<file path="config.mk">
export PLATFORM = sky130hd
export DESIGN_NAME = scpm_top
export DESIGN_NICKNAME = d
export VERILOG_FILES = /design/src/design/scpm_pkg.sv /design/src/design/scpm_top.sv
export SDC_FILE = /design/constraint.sdc
export NUM_CORES = 1
export LEC_CHECK = 0
export BUFFER_PORTS_ARGS = -buffer_cell sky130_fd_sc_hd__buf_2
export CORE_ASPECT_RATIO = 2
export CORE_UTILIZATION = 50
export DETAILED_ROUTE_END_ITERATION = 10
export PLACE_DENSITY = 0.69
export SLEW_MARGIN = 20
export SYNTH_ARGS = -nofsm -noshare
export SYNTH_HDL_FRONTEND = slang
export SYNTH_SLANG_ARGS = --single-unit
</file>
<file path="constraint.sdc">
create_clock -name CLK -period 3.3 [get_ports CLK]
set_input_delay 0.825 -clock CLK [delete_from_list [all_inputs] [get_ports CLK]]
set_output_delay 0.825 -clock CLK [all_outputs]
set_load 0.005 [all_outputs]
</file>
<file path="src/design/scpm_pkg.sv">
// Shared constants and types for the system clock and power mode controller
package scpm_pkg;

  // Register byte offsets on the APB
  localparam logic [7:0] OFF_CLK_SEL   = 8'h00;
  localparam logic [7:0] OFF_FOSC_CTL  = 8'h04;
  localparam logic [7:0] OFF_PWR_STS   = 8'h08;
  localparam logic [7:0] OFF_IRQ_STS   = 8'h0c;
  localparam logic [7:0] OFF_IRQ_MSK   = 8'h10;

  // Field positions of system_clock_select
  localparam int SEL_CODE_LSB  = 5;
  localparam int SEL_CODE_MSB  = 7;
  localparam int SEL_KEEP_FAST = 1;
  localparam int SEL_KEEP_SLOW = 0;

  // Field positions of fast_osc_control
  localparam int FOSC_STABLE = 1;
  localparam int FOSC_ENABLE = 0;

  // Field positions of the power status word
  localparam int PST_PDF      = 0;
  localparam int PST_TO       = 1;
  localparam int PST_BUSY     = 2;
  localparam int PST_SLOW_OK  = 3;
  localparam int PST_CUR_LSB  = 5;
  localparam int PST_CUR_MSB  = 7;

  // Interrupt event bits
  localparam int IRQ_W          = 3;
  localparam int EV_SWITCH_DONE = 0;
  localparam int EV_FAST_STABLE = 1;
  localparam int EV_WAKE        = 2;

  // Reset values and the slow-clock selector code
  localparam logic [2:0] RST_CODE      = 3'h0;
  localparam logic       RST_KEEP      = 1'b0;
  localparam logic       RST_FOSC_EN   = 1'b1;
  localparam logic [2:0] CODE_SLOW     = 3'h7;

  // Rates in kHz; oscillator ticks come from fractional accumulators on CLK
  localparam int CLK_KHZ  = 25000;
  localparam int FAST_KHZ = 8000;
  localparam int SLOW_KHZ = 32;
  localparam int ACC_W    = 15;

  // Clock switch wait: current system clock periods before the handover
  localparam logic [2:0] SWITCH_CUR_TICKS = 3'h4;

  // Operating states
  typedef enum logic [2:0] {
    ST_RUN, ST_SLEEP, ST_SLOW_ONLY, ST_BOTH, ST_FAST_ONLY
  } scpm_state_t;

  // Gated clock enable pulses
  typedef struct packed {
    logic sys;
    logic fast;
    logic slow;
    logic internal_slow_oscillator;
  } scpm_clk_en_t;

endpackage : scpm_pkg

</file>
<file path="src/design/scpm_top.sv">
// System clock selection, oscillator control and halt mode controller
//
// Contract
// RULE1: Selector codes 000-110 give fast clock divided 1..64, code 111 slow clock.
// RULE2: Fast keep-on-halt bit decides whether fast oscillator runs while halted.
// RULE3: Slow keep-on-halt bit decides whether slow oscillator runs while halted.
// RULE4: Switch completes after four current ticks plus one target-source edge.
// RULE5: Software waits the switch delay before timing-critical work on new source.
// RULE6: Enabling fast oscillator clears stable flag until oscillator settles.
// RULE7: Fast enable turns oscillator on or off; resets to 1, flag resets 0.
// RULE8: Unused bits of both clock registers read as zero.
// RULE9: Halt with both keep bits 0 enters sleep; only watchdog clock remains.
// RULE10: Halt with fast 0, slow 1 stops fast clock, keeps slow clock.
// RULE11: Halt with both keep bits 1 keeps both clocks running.
// RULE12: Halt entry sets power-down flag and clears watchdog time-out flag.
// RULE13: Halt entry clears watchdog counter; enable decides whether it resumes.
// RULE14: While halted, state is held and execution stays stopped.
// RULE15: Switch to slow clock completes only once slow oscillator is stable.
// RULE16: Software polls stable flag before returning to fast clock.
// RULE17: Halt with fast 1, slow 0 keeps fast clock, stops slow clock.
// RULE18: Fast clock is the 8 MHz oscillator, slow clock the low-frequency one.
// RULE19: Separate gated fast and slow clock enables follow run state and keep bits.
`timescale 1ns/1ps
module scpm_top #(
  parameter logic [15:0] FAST_STAB_TICKS = 16'h0400,
  parameter logic [15:0] SLOW_STAB_TICKS = 16'h0010
) (
  input  wire logic                  CLK,
  input  wire logic                  NRST,
  input  wire logic                  PSEL,
  input  wire logic                  PENABLE,
  input  wire logic                  PWRITE,
  input  wire logic [7:0]            PADDR,
  input  wire logic [31:0]           PWDATA,
  output logic      [31:0]           PRDATA,
  output logic                       PREADY,
  output logic                       PSLVERR,
  input  wire logic                  HALT_REQ,
  input  wire logic                  WAKE,
  input  wire logic                  WDT_EN,
  input  wire logic                  WDT_TIMEOUT,
  input  wire logic                  CLR_WDT_CMD,
  output scpm_pkg::scpm_clk_en_t     CLK_EN,
  output logic                       CPU_HALTED,
  output logic                       WDT_CLR,
  output logic                       PWR_DOWN_FLAG,
  output logic                       WDT_TO_FLAG,
  output logic                       IRQ
);

  // Register state
  logic [2:0]                   code_sel_q, code_sel_d;
  logic [2:0]                   cur_code_q, cur_code_d;
  logic                         keep_fast_q, keep_fast_d;
  logic                         keep_slow_q, keep_slow_d;
  logic                         fosc_en_q, fosc_en_d;
  logic                         pdf_q, pdf_d;
  logic                         to_q, to_d;
  logic [scpm_pkg::IRQ_W-1:0]   sts_q, sts_d;
  logic [scpm_pkg::IRQ_W-1:0]   msk_q, msk_d;
  scpm_pkg::scpm_state_t        state_q, state_d;
  logic                         busy_q, busy_d;
  logic [2:0]                   sw_cnt_q, sw_cnt_d;
  logic [scpm_pkg::ACC_W-1:0]   facc_q, facc_d;
  logic [scpm_pkg::ACC_W-1:0]   sacc_q, sacc_d;
  logic [15:0]                  fstab_q, fstab_d;
  logic [15:0]                  sstab_q, sstab_d;
  logic [5:0]                   pre_q, pre_d;
  logic                         fstable_prev_q;
  logic                         pready_q, pready_d;
  logic                         pslverr_q, pslverr_d;
  logic [31:0]                  prdata_q, prdata_d;
  logic                         wdt_clr_q;
  scpm_pkg::scpm_clk_en_t       clk_en_q, clk_en_d;

  // Combinational helpers
  logic                         halted, fosc_on, sosc_on;
  logic                         fast_raw, slow_raw, fast_stable, slow_stable;
  logic                         fast_tick, slow_tick, cur_tick, tgt_tick;
  logic                         cur_live, tgt_ready, halt_entry, wake_evt, switch_done;
  logic                         acc, wr, wr_sel, wr_fosc, wr_sts, wr_msk, mapped;
  logic [31:0]                  rd_word;
  logic [scpm_pkg::IRQ_W-1:0]   ev;

  localparam logic [scpm_pkg::ACC_W-1:0] CLK_K  = scpm_pkg::ACC_W'(scpm_pkg::CLK_KHZ);
  localparam logic [scpm_pkg::ACC_W-1:0] FAST_K = scpm_pkg::ACC_W'(scpm_pkg::FAST_KHZ);
  localparam logic [scpm_pkg::ACC_W-1:0] SLOW_K = scpm_pkg::ACC_W'(scpm_pkg::SLOW_KHZ);

  // Divided clock tick for a selector code
  function automatic logic div_tick(input logic [2:0] code, input logic ft,
                                    input logic st, input logic [5:0] pre);
    logic [5:0] mask;
    mask = 6'((7'h01 << code) - 7'h01);
    if (code == scpm_pkg::CODE_SLOW) begin
      div_tick = st; // RULE1
    end else begin
      div_tick = ft & ((pre & mask) == 6'h00); // RULE1
    end
  endfunction : div_tick

  // Oscillator run conditions
  assign halted  = (state_q != scpm_pkg::ST_RUN);
  assign fosc_on = fosc_en_q & (~halted | keep_fast_q); // RULE2 RULE7
  assign sosc_on = ~halted | keep_slow_q | WDT_EN;      // RULE3 RULE9

  // Oscillator models and stabilisation counters
  always_comb begin
    facc_d   = facc_q;
    sacc_d   = sacc_q;
    fast_raw = 1'b0;
    slow_raw = 1'b0;
    fstab_d  = fstab_q;
    sstab_d  = sstab_q;
    if (!fosc_on) begin
      facc_d  = '0;
      fstab_d = 16'h0000; // RULE6
    end else if (facc_q + FAST_K >= CLK_K) begin
      facc_d   = facc_q + FAST_K - CLK_K; // RULE18
      fast_raw = 1'b1;
    end else begin
      facc_d = facc_q + FAST_K;
    end
    if (!sosc_on) begin
      sacc_d  = '0;
      sstab_d = 16'h0000;
    end else if (sacc_q + SLOW_K >= CLK_K) begin
      sacc_d   = sacc_q + SLOW_K - CLK_K; // RULE18
      slow_raw = 1'b1;
    end else begin
      sacc_d = sacc_q + SLOW_K;
    end
    if (fast_raw && fstab_q != FAST_STAB_TICKS) begin
      fstab_d = fstab_q + 16'h0001; // RULE6
    end
    if (slow_raw && sstab_q != SLOW_STAB_TICKS) begin
      sstab_d = sstab_q + 16'h0001;
    end
  end

  assign fast_stable = (fstab_q == FAST_STAB_TICKS);
  assign slow_stable = (sstab_q == SLOW_STAB_TICKS);
  assign fast_tick   = fast_raw & fast_stable;
  assign slow_tick   = slow_raw & slow_stable;
  assign pre_d       = fast_tick ? pre_q + 6'h01 : pre_q;

  // Source ticks for current and target selector codes
  assign cur_tick  = div_tick(cur_code_q, fast_tick, slow_tick, pre_q);
  assign tgt_tick  = div_tick(code_sel_q, fast_tick, slow_tick, pre_q);
  assign cur_live  = (cur_code_q == scpm_pkg::CODE_SLOW) ? slow_stable : fast_stable;
  assign tgt_ready = (code_sel_q == scpm_pkg::CODE_SLOW) ? slow_stable : fast_stable;

  // APB decode; access takes two cycles, the second carries PREADY
  assign acc     = PSEL & PENABLE;
  assign wr      = acc & pready_q & PWRITE;
  assign wr_sel  = wr & (PADDR == scpm_pkg::OFF_CLK_SEL);
  assign wr_fosc = wr & (PADDR == scpm_pkg::OFF_FOSC_CTL);
  assign wr_sts  = wr & (PADDR == scpm_pkg::OFF_IRQ_STS);
  assign wr_msk  = wr & (PADDR == scpm_pkg::OFF_IRQ_MSK);
  assign mapped  = (PADDR == scpm_pkg::OFF_CLK_SEL) | (PADDR == scpm_pkg::OFF_FOSC_CTL) |
                   (PADDR == scpm_pkg::OFF_PWR_STS) | (PADDR == scpm_pkg::OFF_IRQ_STS) |
                   (PADDR == scpm_pkg::OFF_IRQ_MSK);

  // Read mux; unused bits stay zero
  always_comb begin
    rd_word = 32'h0000_0000; // RULE8
    case (PADDR)
      scpm_pkg::OFF_CLK_SEL: begin
        rd_word[scpm_pkg::SEL_CODE_MSB:scpm_pkg::SEL_CODE_LSB] = code_sel_q;
        rd_word[scpm_pkg::SEL_KEEP_FAST] = keep_fast_q;
        rd_word[scpm_pkg::SEL_KEEP_SLOW] = keep_slow_q;
      end
      scpm_pkg::OFF_FOSC_CTL: begin
        rd_word[scpm_pkg::FOSC_STABLE] = fast_stable; // RULE7
        rd_word[scpm_pkg::FOSC_ENABLE] = fosc_en_q;
      end
      scpm_pkg::OFF_PWR_STS: begin
        rd_word[scpm_pkg::PST_PDF]     = pdf_q;
        rd_word[scpm_pkg::PST_TO]      = to_q;
        rd_word[scpm_pkg::PST_BUSY]    = busy_q;
        rd_word[scpm_pkg::PST_SLOW_OK] = slow_stable;
        rd_word[scpm_pkg::PST_CUR_MSB:scpm_pkg::PST_CUR_LSB] = cur_code_q;
      end
      scpm_pkg::OFF_IRQ_STS: rd_word[scpm_pkg::IRQ_W-1:0] = sts_q;
      scpm_pkg::OFF_IRQ_MSK: rd_word[scpm_pkg::IRQ_W-1:0] = msk_q;
      default: rd_word = 32'h0000_0000;
    endcase
  end

  // Bus handshake and configuration writes
  always_comb begin
    pready_d    = acc & ~pready_q;
    pslverr_d   = acc & ~pready_q & ~mapped;
    prdata_d    = (acc & ~pready_q) ? rd_word : prdata_q;
    code_sel_d  = code_sel_q;
    keep_fast_d = keep_fast_q;
    keep_slow_d = keep_slow_q;
    fosc_en_d   = fosc_en_q;
    msk_d       = msk_q;
    if (wr_sel) begin
      code_sel_d  = PWDATA[scpm_pkg::SEL_CODE_MSB:scpm_pkg::SEL_CODE_LSB];
      keep_fast_d = PWDATA[scpm_pkg::SEL_KEEP_FAST]; // RULE2
      keep_slow_d = PWDATA[scpm_pkg::SEL_KEEP_SLOW]; // RULE3
    end
    if (wr_fosc) begin
      fosc_en_d = PWDATA[scpm_pkg::FOSC_ENABLE]; // RULE7
    end
    if (wr_msk) begin
      msk_d = PWDATA[scpm_pkg::IRQ_W-1:0];
    end
  end

  // Clock switch sequencer
  always_comb begin
    busy_d      = busy_q;
    sw_cnt_d    = sw_cnt_q;
    cur_code_d  = cur_code_q;
    switch_done = 1'b0;
    if (wr_sel) begin
      busy_d   = (PWDATA[scpm_pkg::SEL_CODE_MSB:scpm_pkg::SEL_CODE_LSB] != cur_code_q);
      sw_cnt_d = 3'h0;
    end else if (busy_q) begin
      if (sw_cnt_q != scpm_pkg::SWITCH_CUR_TICKS && cur_live) begin
        sw_cnt_d = cur_tick ? sw_cnt_q + 3'h1 : sw_cnt_q; // RULE4
      end else if (tgt_tick && tgt_ready) begin
        cur_code_d  = code_sel_q; // RULE4 RULE15
        busy_d      = 1'b0;
        switch_done = 1'b1;
      end
    end
  end

  // Halt and wake state machine
  always_comb begin
    state_d    = state_q;
    halt_entry = 1'b0;
    wake_evt   = 1'b0;
    case (state_q)
      scpm_pkg::ST_RUN: begin
        if (HALT_REQ) begin
          halt_entry = 1'b1; // RULE12 RULE13
          case ({keep_fast_q, keep_slow_q})
            2'b00:   state_d = scpm_pkg::ST_SLEEP;     // RULE9
            2'b01:   state_d = scpm_pkg::ST_SLOW_ONLY; // RULE10
            2'b11:   state_d = scpm_pkg::ST_BOTH;      // RULE11
            default: state_d = scpm_pkg::ST_FAST_ONLY; // RULE17
          endcase
        end
      end
      scpm_pkg::ST_SLEEP, scpm_pkg::ST_SLOW_ONLY,
      scpm_pkg::ST_BOTH, scpm_pkg::ST_FAST_ONLY: begin
        if (WAKE) begin
          state_d  = scpm_pkg::ST_RUN; // RULE14
          wake_evt = 1'b1;
        end
      end
      default: state_d = scpm_pkg::ST_RUN;
    endcase
  end

  // Power-down and time-out flags, interrupt status; set wins over clear
  always_comb begin
    pdf_d = halt_entry | (pdf_q & ~CLR_WDT_CMD); // RULE12
    to_d  = WDT_TIMEOUT | (to_q & ~halt_entry);  // RULE12
    ev    = '0;
    ev[scpm_pkg::EV_SWITCH_DONE] = switch_done;
    ev[scpm_pkg::EV_FAST_STABLE] = fast_stable & ~fstable_prev_q;
    ev[scpm_pkg::EV_WAKE]        = wake_evt;
    sts_d = ev | (sts_q & ~(wr_sts ? PWDATA[scpm_pkg::IRQ_W-1:0] : '0));
  end

  // Gated clock enables; system clock stops while halted
  always_comb begin
    clk_en_d.sys  = ~halted & cur_tick;                  // RULE9 RULE14
    clk_en_d.fast = fast_tick & (~halted | keep_fast_q); // RULE19
    clk_en_d.slow = slow_tick & (~halted | keep_slow_q); // RULE19
    clk_en_d.internal_slow_oscillator = slow_tick;                           // RULE9
  end

  // State registers
  always_ff @(posedge CLK) begin
    if (!NRST) begin
      code_sel_q     <= scpm_pkg::RST_CODE;
      cur_code_q     <= scpm_pkg::RST_CODE;
      keep_fast_q    <= scpm_pkg::RST_KEEP;
      keep_slow_q    <= scpm_pkg::RST_KEEP;
      fosc_en_q      <= scpm_pkg::RST_FOSC_EN; // RULE7
      pdf_q          <= 1'b0;
      to_q           <= 1'b0;
      sts_q          <= '0;
      msk_q          <= '0;
      state_q        <= scpm_pkg::ST_RUN;
      busy_q         <= 1'b0;
      sw_cnt_q       <= 3'h0;
      facc_q         <= '0;
      sacc_q         <= '0;
      fstab_q        <= 16'h0000;
      sstab_q        <= 16'h0000;
      pre_q          <= 6'h00;
      fstable_prev_q <= 1'b0;
      pready_q       <= 1'b0;
      pslverr_q      <= 1'b0;
      prdata_q       <= 32'h0000_0000;
      wdt_clr_q      <= 1'b0;
      clk_en_q       <= '0;
    end else begin
      code_sel_q     <= code_sel_d;
      cur_code_q     <= cur_code_d;
      keep_fast_q    <= keep_fast_d;
      keep_slow_q    <= keep_slow_d;
      fosc_en_q      <= fosc_en_d;
      pdf_q          <= pdf_d;
      to_q           <= to_d;
      sts_q          <= sts_d;
      msk_q          <= msk_d;
      state_q        <= state_d;
      busy_q         <= busy_d;
      sw_cnt_q       <= sw_cnt_d;
      facc_q         <= facc_d;
      sacc_q         <= sacc_d;
      fstab_q        <= fstab_d;
      sstab_q        <= sstab_d;
      pre_q          <= pre_d;
      fstable_prev_q <= fast_stable;
      pready_q       <= pready_d;
      pslverr_q      <= pslverr_d;
      prdata_q       <= prdata_d;
      wdt_clr_q      <= halt_entry; // RULE13
      clk_en_q       <= clk_en_d;
    end
  end

  // Outputs
  assign PRDATA        = prdata_q;
  assign PREADY        = pready_q;
  assign PSLVERR       = pslverr_q;
  assign CLK_EN        = clk_en_q;
  assign CPU_HALTED    = halted; // RULE14
  assign WDT_CLR       = wdt_clr_q;
  assign PWR_DOWN_FLAG = pdf_q;
  assign WDT_TO_FLAG   = to_q;
  assign IRQ           = |(sts_q & msk_q);

endmodule : scpm_top

</file>
==> results.sh <==
export IMPL_synth_cell_types=65
export IMPL_p_total_uw=2850
export IMPL_outcome="finished, final reports clean"
export IMPL_post_cts_buffers=0
export IMPL_cp_num_buf_inv=0
export IMPL_r2r_end="sts_q[0]$_SDFF_PN0_"
export IMPL_globalplace_congestion=0.856
export IMPL_core_area_um2=11000
export IMPL_grt_pass1_vias=4784
export IMPL_r2r_start="facc_q[6]$_SDFF_PN0_"
export IMPL_via_per_inst=5.54
export IMPL_drt_wl_total_mm=13.4
export IMPL_reg2reg_depth=8
export IMPL_initialDrtViolationCount=174
export IMPL_htreeDepth=3
export IMPL_wl_per_cell_um=15.4
export IMPL_dpl_hpwl_mm=10.1
export IMPL_crit_start="facc_q[6]$_SDFF_PN0_"
export IMPL_met1_usage_pct=23.6
export IMPL_tns_ns=0
export IMPL_synthesis_instances=691
export IMPL_p_per_area_nw_per_um2=463
export IMPL_ant_nets=0
export IMPL_avgSynthCellArea_um2=8.22
export IMPL_relSlewSlack_pct=60.9
export IMPL_ys_flop_type="dfxtp_1"
export IMPL_startpoint_type="register"
export IMPL_crit_chain="ha_1, or3b_2, a221oi_1, o21bai_1, o311a_1, a2bb2oi_1, nor3_2, o21a_1"
export IMPL_grt_overflow=0
export IMPL_post_synth_top_area_cell="dfxtp_1"
export IMPL_rsz0062_at_grt="false"
export IMPL_ioPinCount=93
export IMPL_end_kind="register"
export IMPL_dr_total_vias=4807
export IMPL_path_class="reg2reg"
export IMPL_fmax_mhz=323
export IMPL_synth_warnings=0
export IMPL_die_area_um2=11800
export IMPL_synth_edff_count=0
export IMPL_cts_buffers_inserted=9
export IMPL_p_leak_uw=0.00249
export IMPL_track_usage_pct=23.4
export IMPL_worstHoldEndpoint="PRDATA[3]$_SDFFE_PN0P_"
export IMPL_nets=793
export IMPL_port_buffers=41
export IMPL_drtPass1Iterations=4
export IMPL_die_y_um=153
export IMPL_antenna_found_initial=0
export IMPL_cp_top_family="compound AO/OA/AOI/OAI gates"
export IMPL_fillers=1033
export IMPL_slew_viol_final=0
export IMPL_start_util_pct=51.6
export IMPL_async_flop_share_pct=0
export IMPL_period_minus_slack_ns=3.09
export IMPL_top_usage_layer="met2"
export IMPL_clkLatencyLatePin_ns=0.35
export IMPL_syn_to_final_growth_pct=8.41
export IMPL_critPathMaxStageDelay_ns=0.48
export IMPL_ys_seq_elements=101
export IMPL_grtUsageMet2_pct=45.1
export IMPL_cap_viol_max_count=0
export IMPL_cts_resized=0
export IMPL_r2r_slack_ns=0.21
export IMPL_clock_root_buffer="clkbuf_16"
export IMPL_ys_seq_area_share_pct=35.6
export IMPL_path_clk_slew_ns=0.07
export IMPL_yosys_top_cells_area="dfxtp_1, xor2_1, nor2_1, ha_1, nand2_1"
export IMPL_drive_above_1_share_pct=12.6
export IMPL_hold_path_class="reg2reg"
export IMPL_tightest_slew_ns=0.587
export IMPL_die_w_um=77.4
export IMPL_ir_drop_v=0.000340
export IMPL_cts_sinks=101
export IMPL_synth_top_cells_by_count="dfxtp_1, nor2_1, nand2_1, xor2_1"
export IMPL_crit_arrival_ns=3.34
export IMPL_finalSetupViolations=0
export IMPL_diodes=0
export IMPL_hold_start="PRDATA[3]$_SDFFE_PN0P_"
export IMPL_clk_path_buf_depth=2
export IMPL_yosysMostFrequentCell="dfxtp_1"
export IMPL_drc=0
export IMPL_finalCritPeriodShare_pct=93.7
export IMPL_hold_buffers=0
export IMPL_grt_first_pass_wirelength_mm=22.3
export IMPL_synth_area_um2=5680
export IMPL_multi_input_area_um2=3260
export IMPL_cp_slowest_cell="or3b_2"
export IMPL_synth_top_area_share_pct=35.6
export IMPL_tritoncts="built"
export IMPL_whs_path_depth=2
export IMPL_hold_viol_final=0
export IMPL_gr_usage_met3_pct=3.77
export IMPL_grt_max_degree=30
export IMPL_critical_path_required_ns=3.55
export IMPL_critical_path_depth=8
export IMPL_finalClockSkew_ns=0.0103
export IMPL_cp_max_fo=10
export IMPL_rows=54
export IMPL_seq_area_um2=2020
state kept, by name, indices dropped and copies added, names as in the netlist, 4 cells and up:
| signal | flops |
|---|---|
| pre_q | 6 |
| facc_q | 12 |
| PRDATA | 7 |
| CLK_EN | 4 |
| sstab_q | 16 |
| fstab_q | 16 |
| sacc_q | 12 |
area by class of cell:
cell class | count | share of cell area (%)
clock buffers | 10 | 3.72
clock inverters | 6 | 0.711
inverters | 32 | 1.95
multi-input cells | 524 | 52.9
flip-flops and latches | 101 | 32.8
well taps | 140 | 2.84
repair buffers | 55 | 5.04
report_power, final:
group	internal [uW]	switching, uW
combinational	211	299
clock	518	480
sequential	1270	71.1
total	2000	850
worst max path at each step:
stage                     slack (ns)                  end
after floorplan                 0.65  sts_q[0]$_SDFF_PN0_
after global placement          0.49  sts_q[0]$_SDFF_PN0_
after detailed placement        0.32  sts_q[0]$_SDFF_PN0_
after CTS                       0.31  sts_q[0]$_SDFF_PN0_
after global routing            0.14  sts_q[0]$_SDFF_PN0_
final                           0.21  sts_q[0]$_SDFF_PN0_
metrics by stage:
step	hold WS (ns)	instances	area (um2)	utilization [%]	setup WS, ns
floorplan	0.437	715	5770	-	0.654
global placement	0.453	852	5890	53.5	0.490
detailed placement	0.458	852	5890	53.5	0.323
CTS	0.473	868	6160	55.9	0.312
global route	0.491	868	6160	55.9	0.137
finish	0.475	868	6160	55.9	0.207
layer usage:
metal,up-vias,routed length (um)
met4,0,340
met2,92,7420
met1,2267,5210
li1,2424,-
met3,24,421
met5,-,0
worst register-to-register path, stage by stage (launching register included):
cell and delay (ns):
dfxtp_1 0.41, ha_1 0.35, or3b_2 0.48, a221oi_1 0.43
o21bai_1 0.27, o311a_1 0.44, a2bb2oi_1 0.30, nor3_2 0.13
o21a_1 0.20
cells in the final DEF, fill, tap and decap left out, drive strengths merged, types with 20 or more instances in the layout:
cell type	instances
o21ai	28
nand3	26
buf	55
nor2	80
conb	25
nand4	24
inv	35
dfxtp	101
xor2	35
ha	20
a21oi	32
nor3	31
nand2	59
xnor2	25
logic make-up (layout without fill, tap and decap cells):
group	after synthesis	after routing	synth area share (%)
buffers and inverters	90	103	8.72
and+or+nand+nor	292	292	25.8
other	1	25	0.0660
DFF	101	101	35.6
AOI/OAI and AO/OA	105	105	12.2
adders and majority gates	20	20	4.40
xor gates and xnor gates	60	60	9.25
muxes	22	22	3.99
Note: power is estimated with default switching activity, not from simulation.
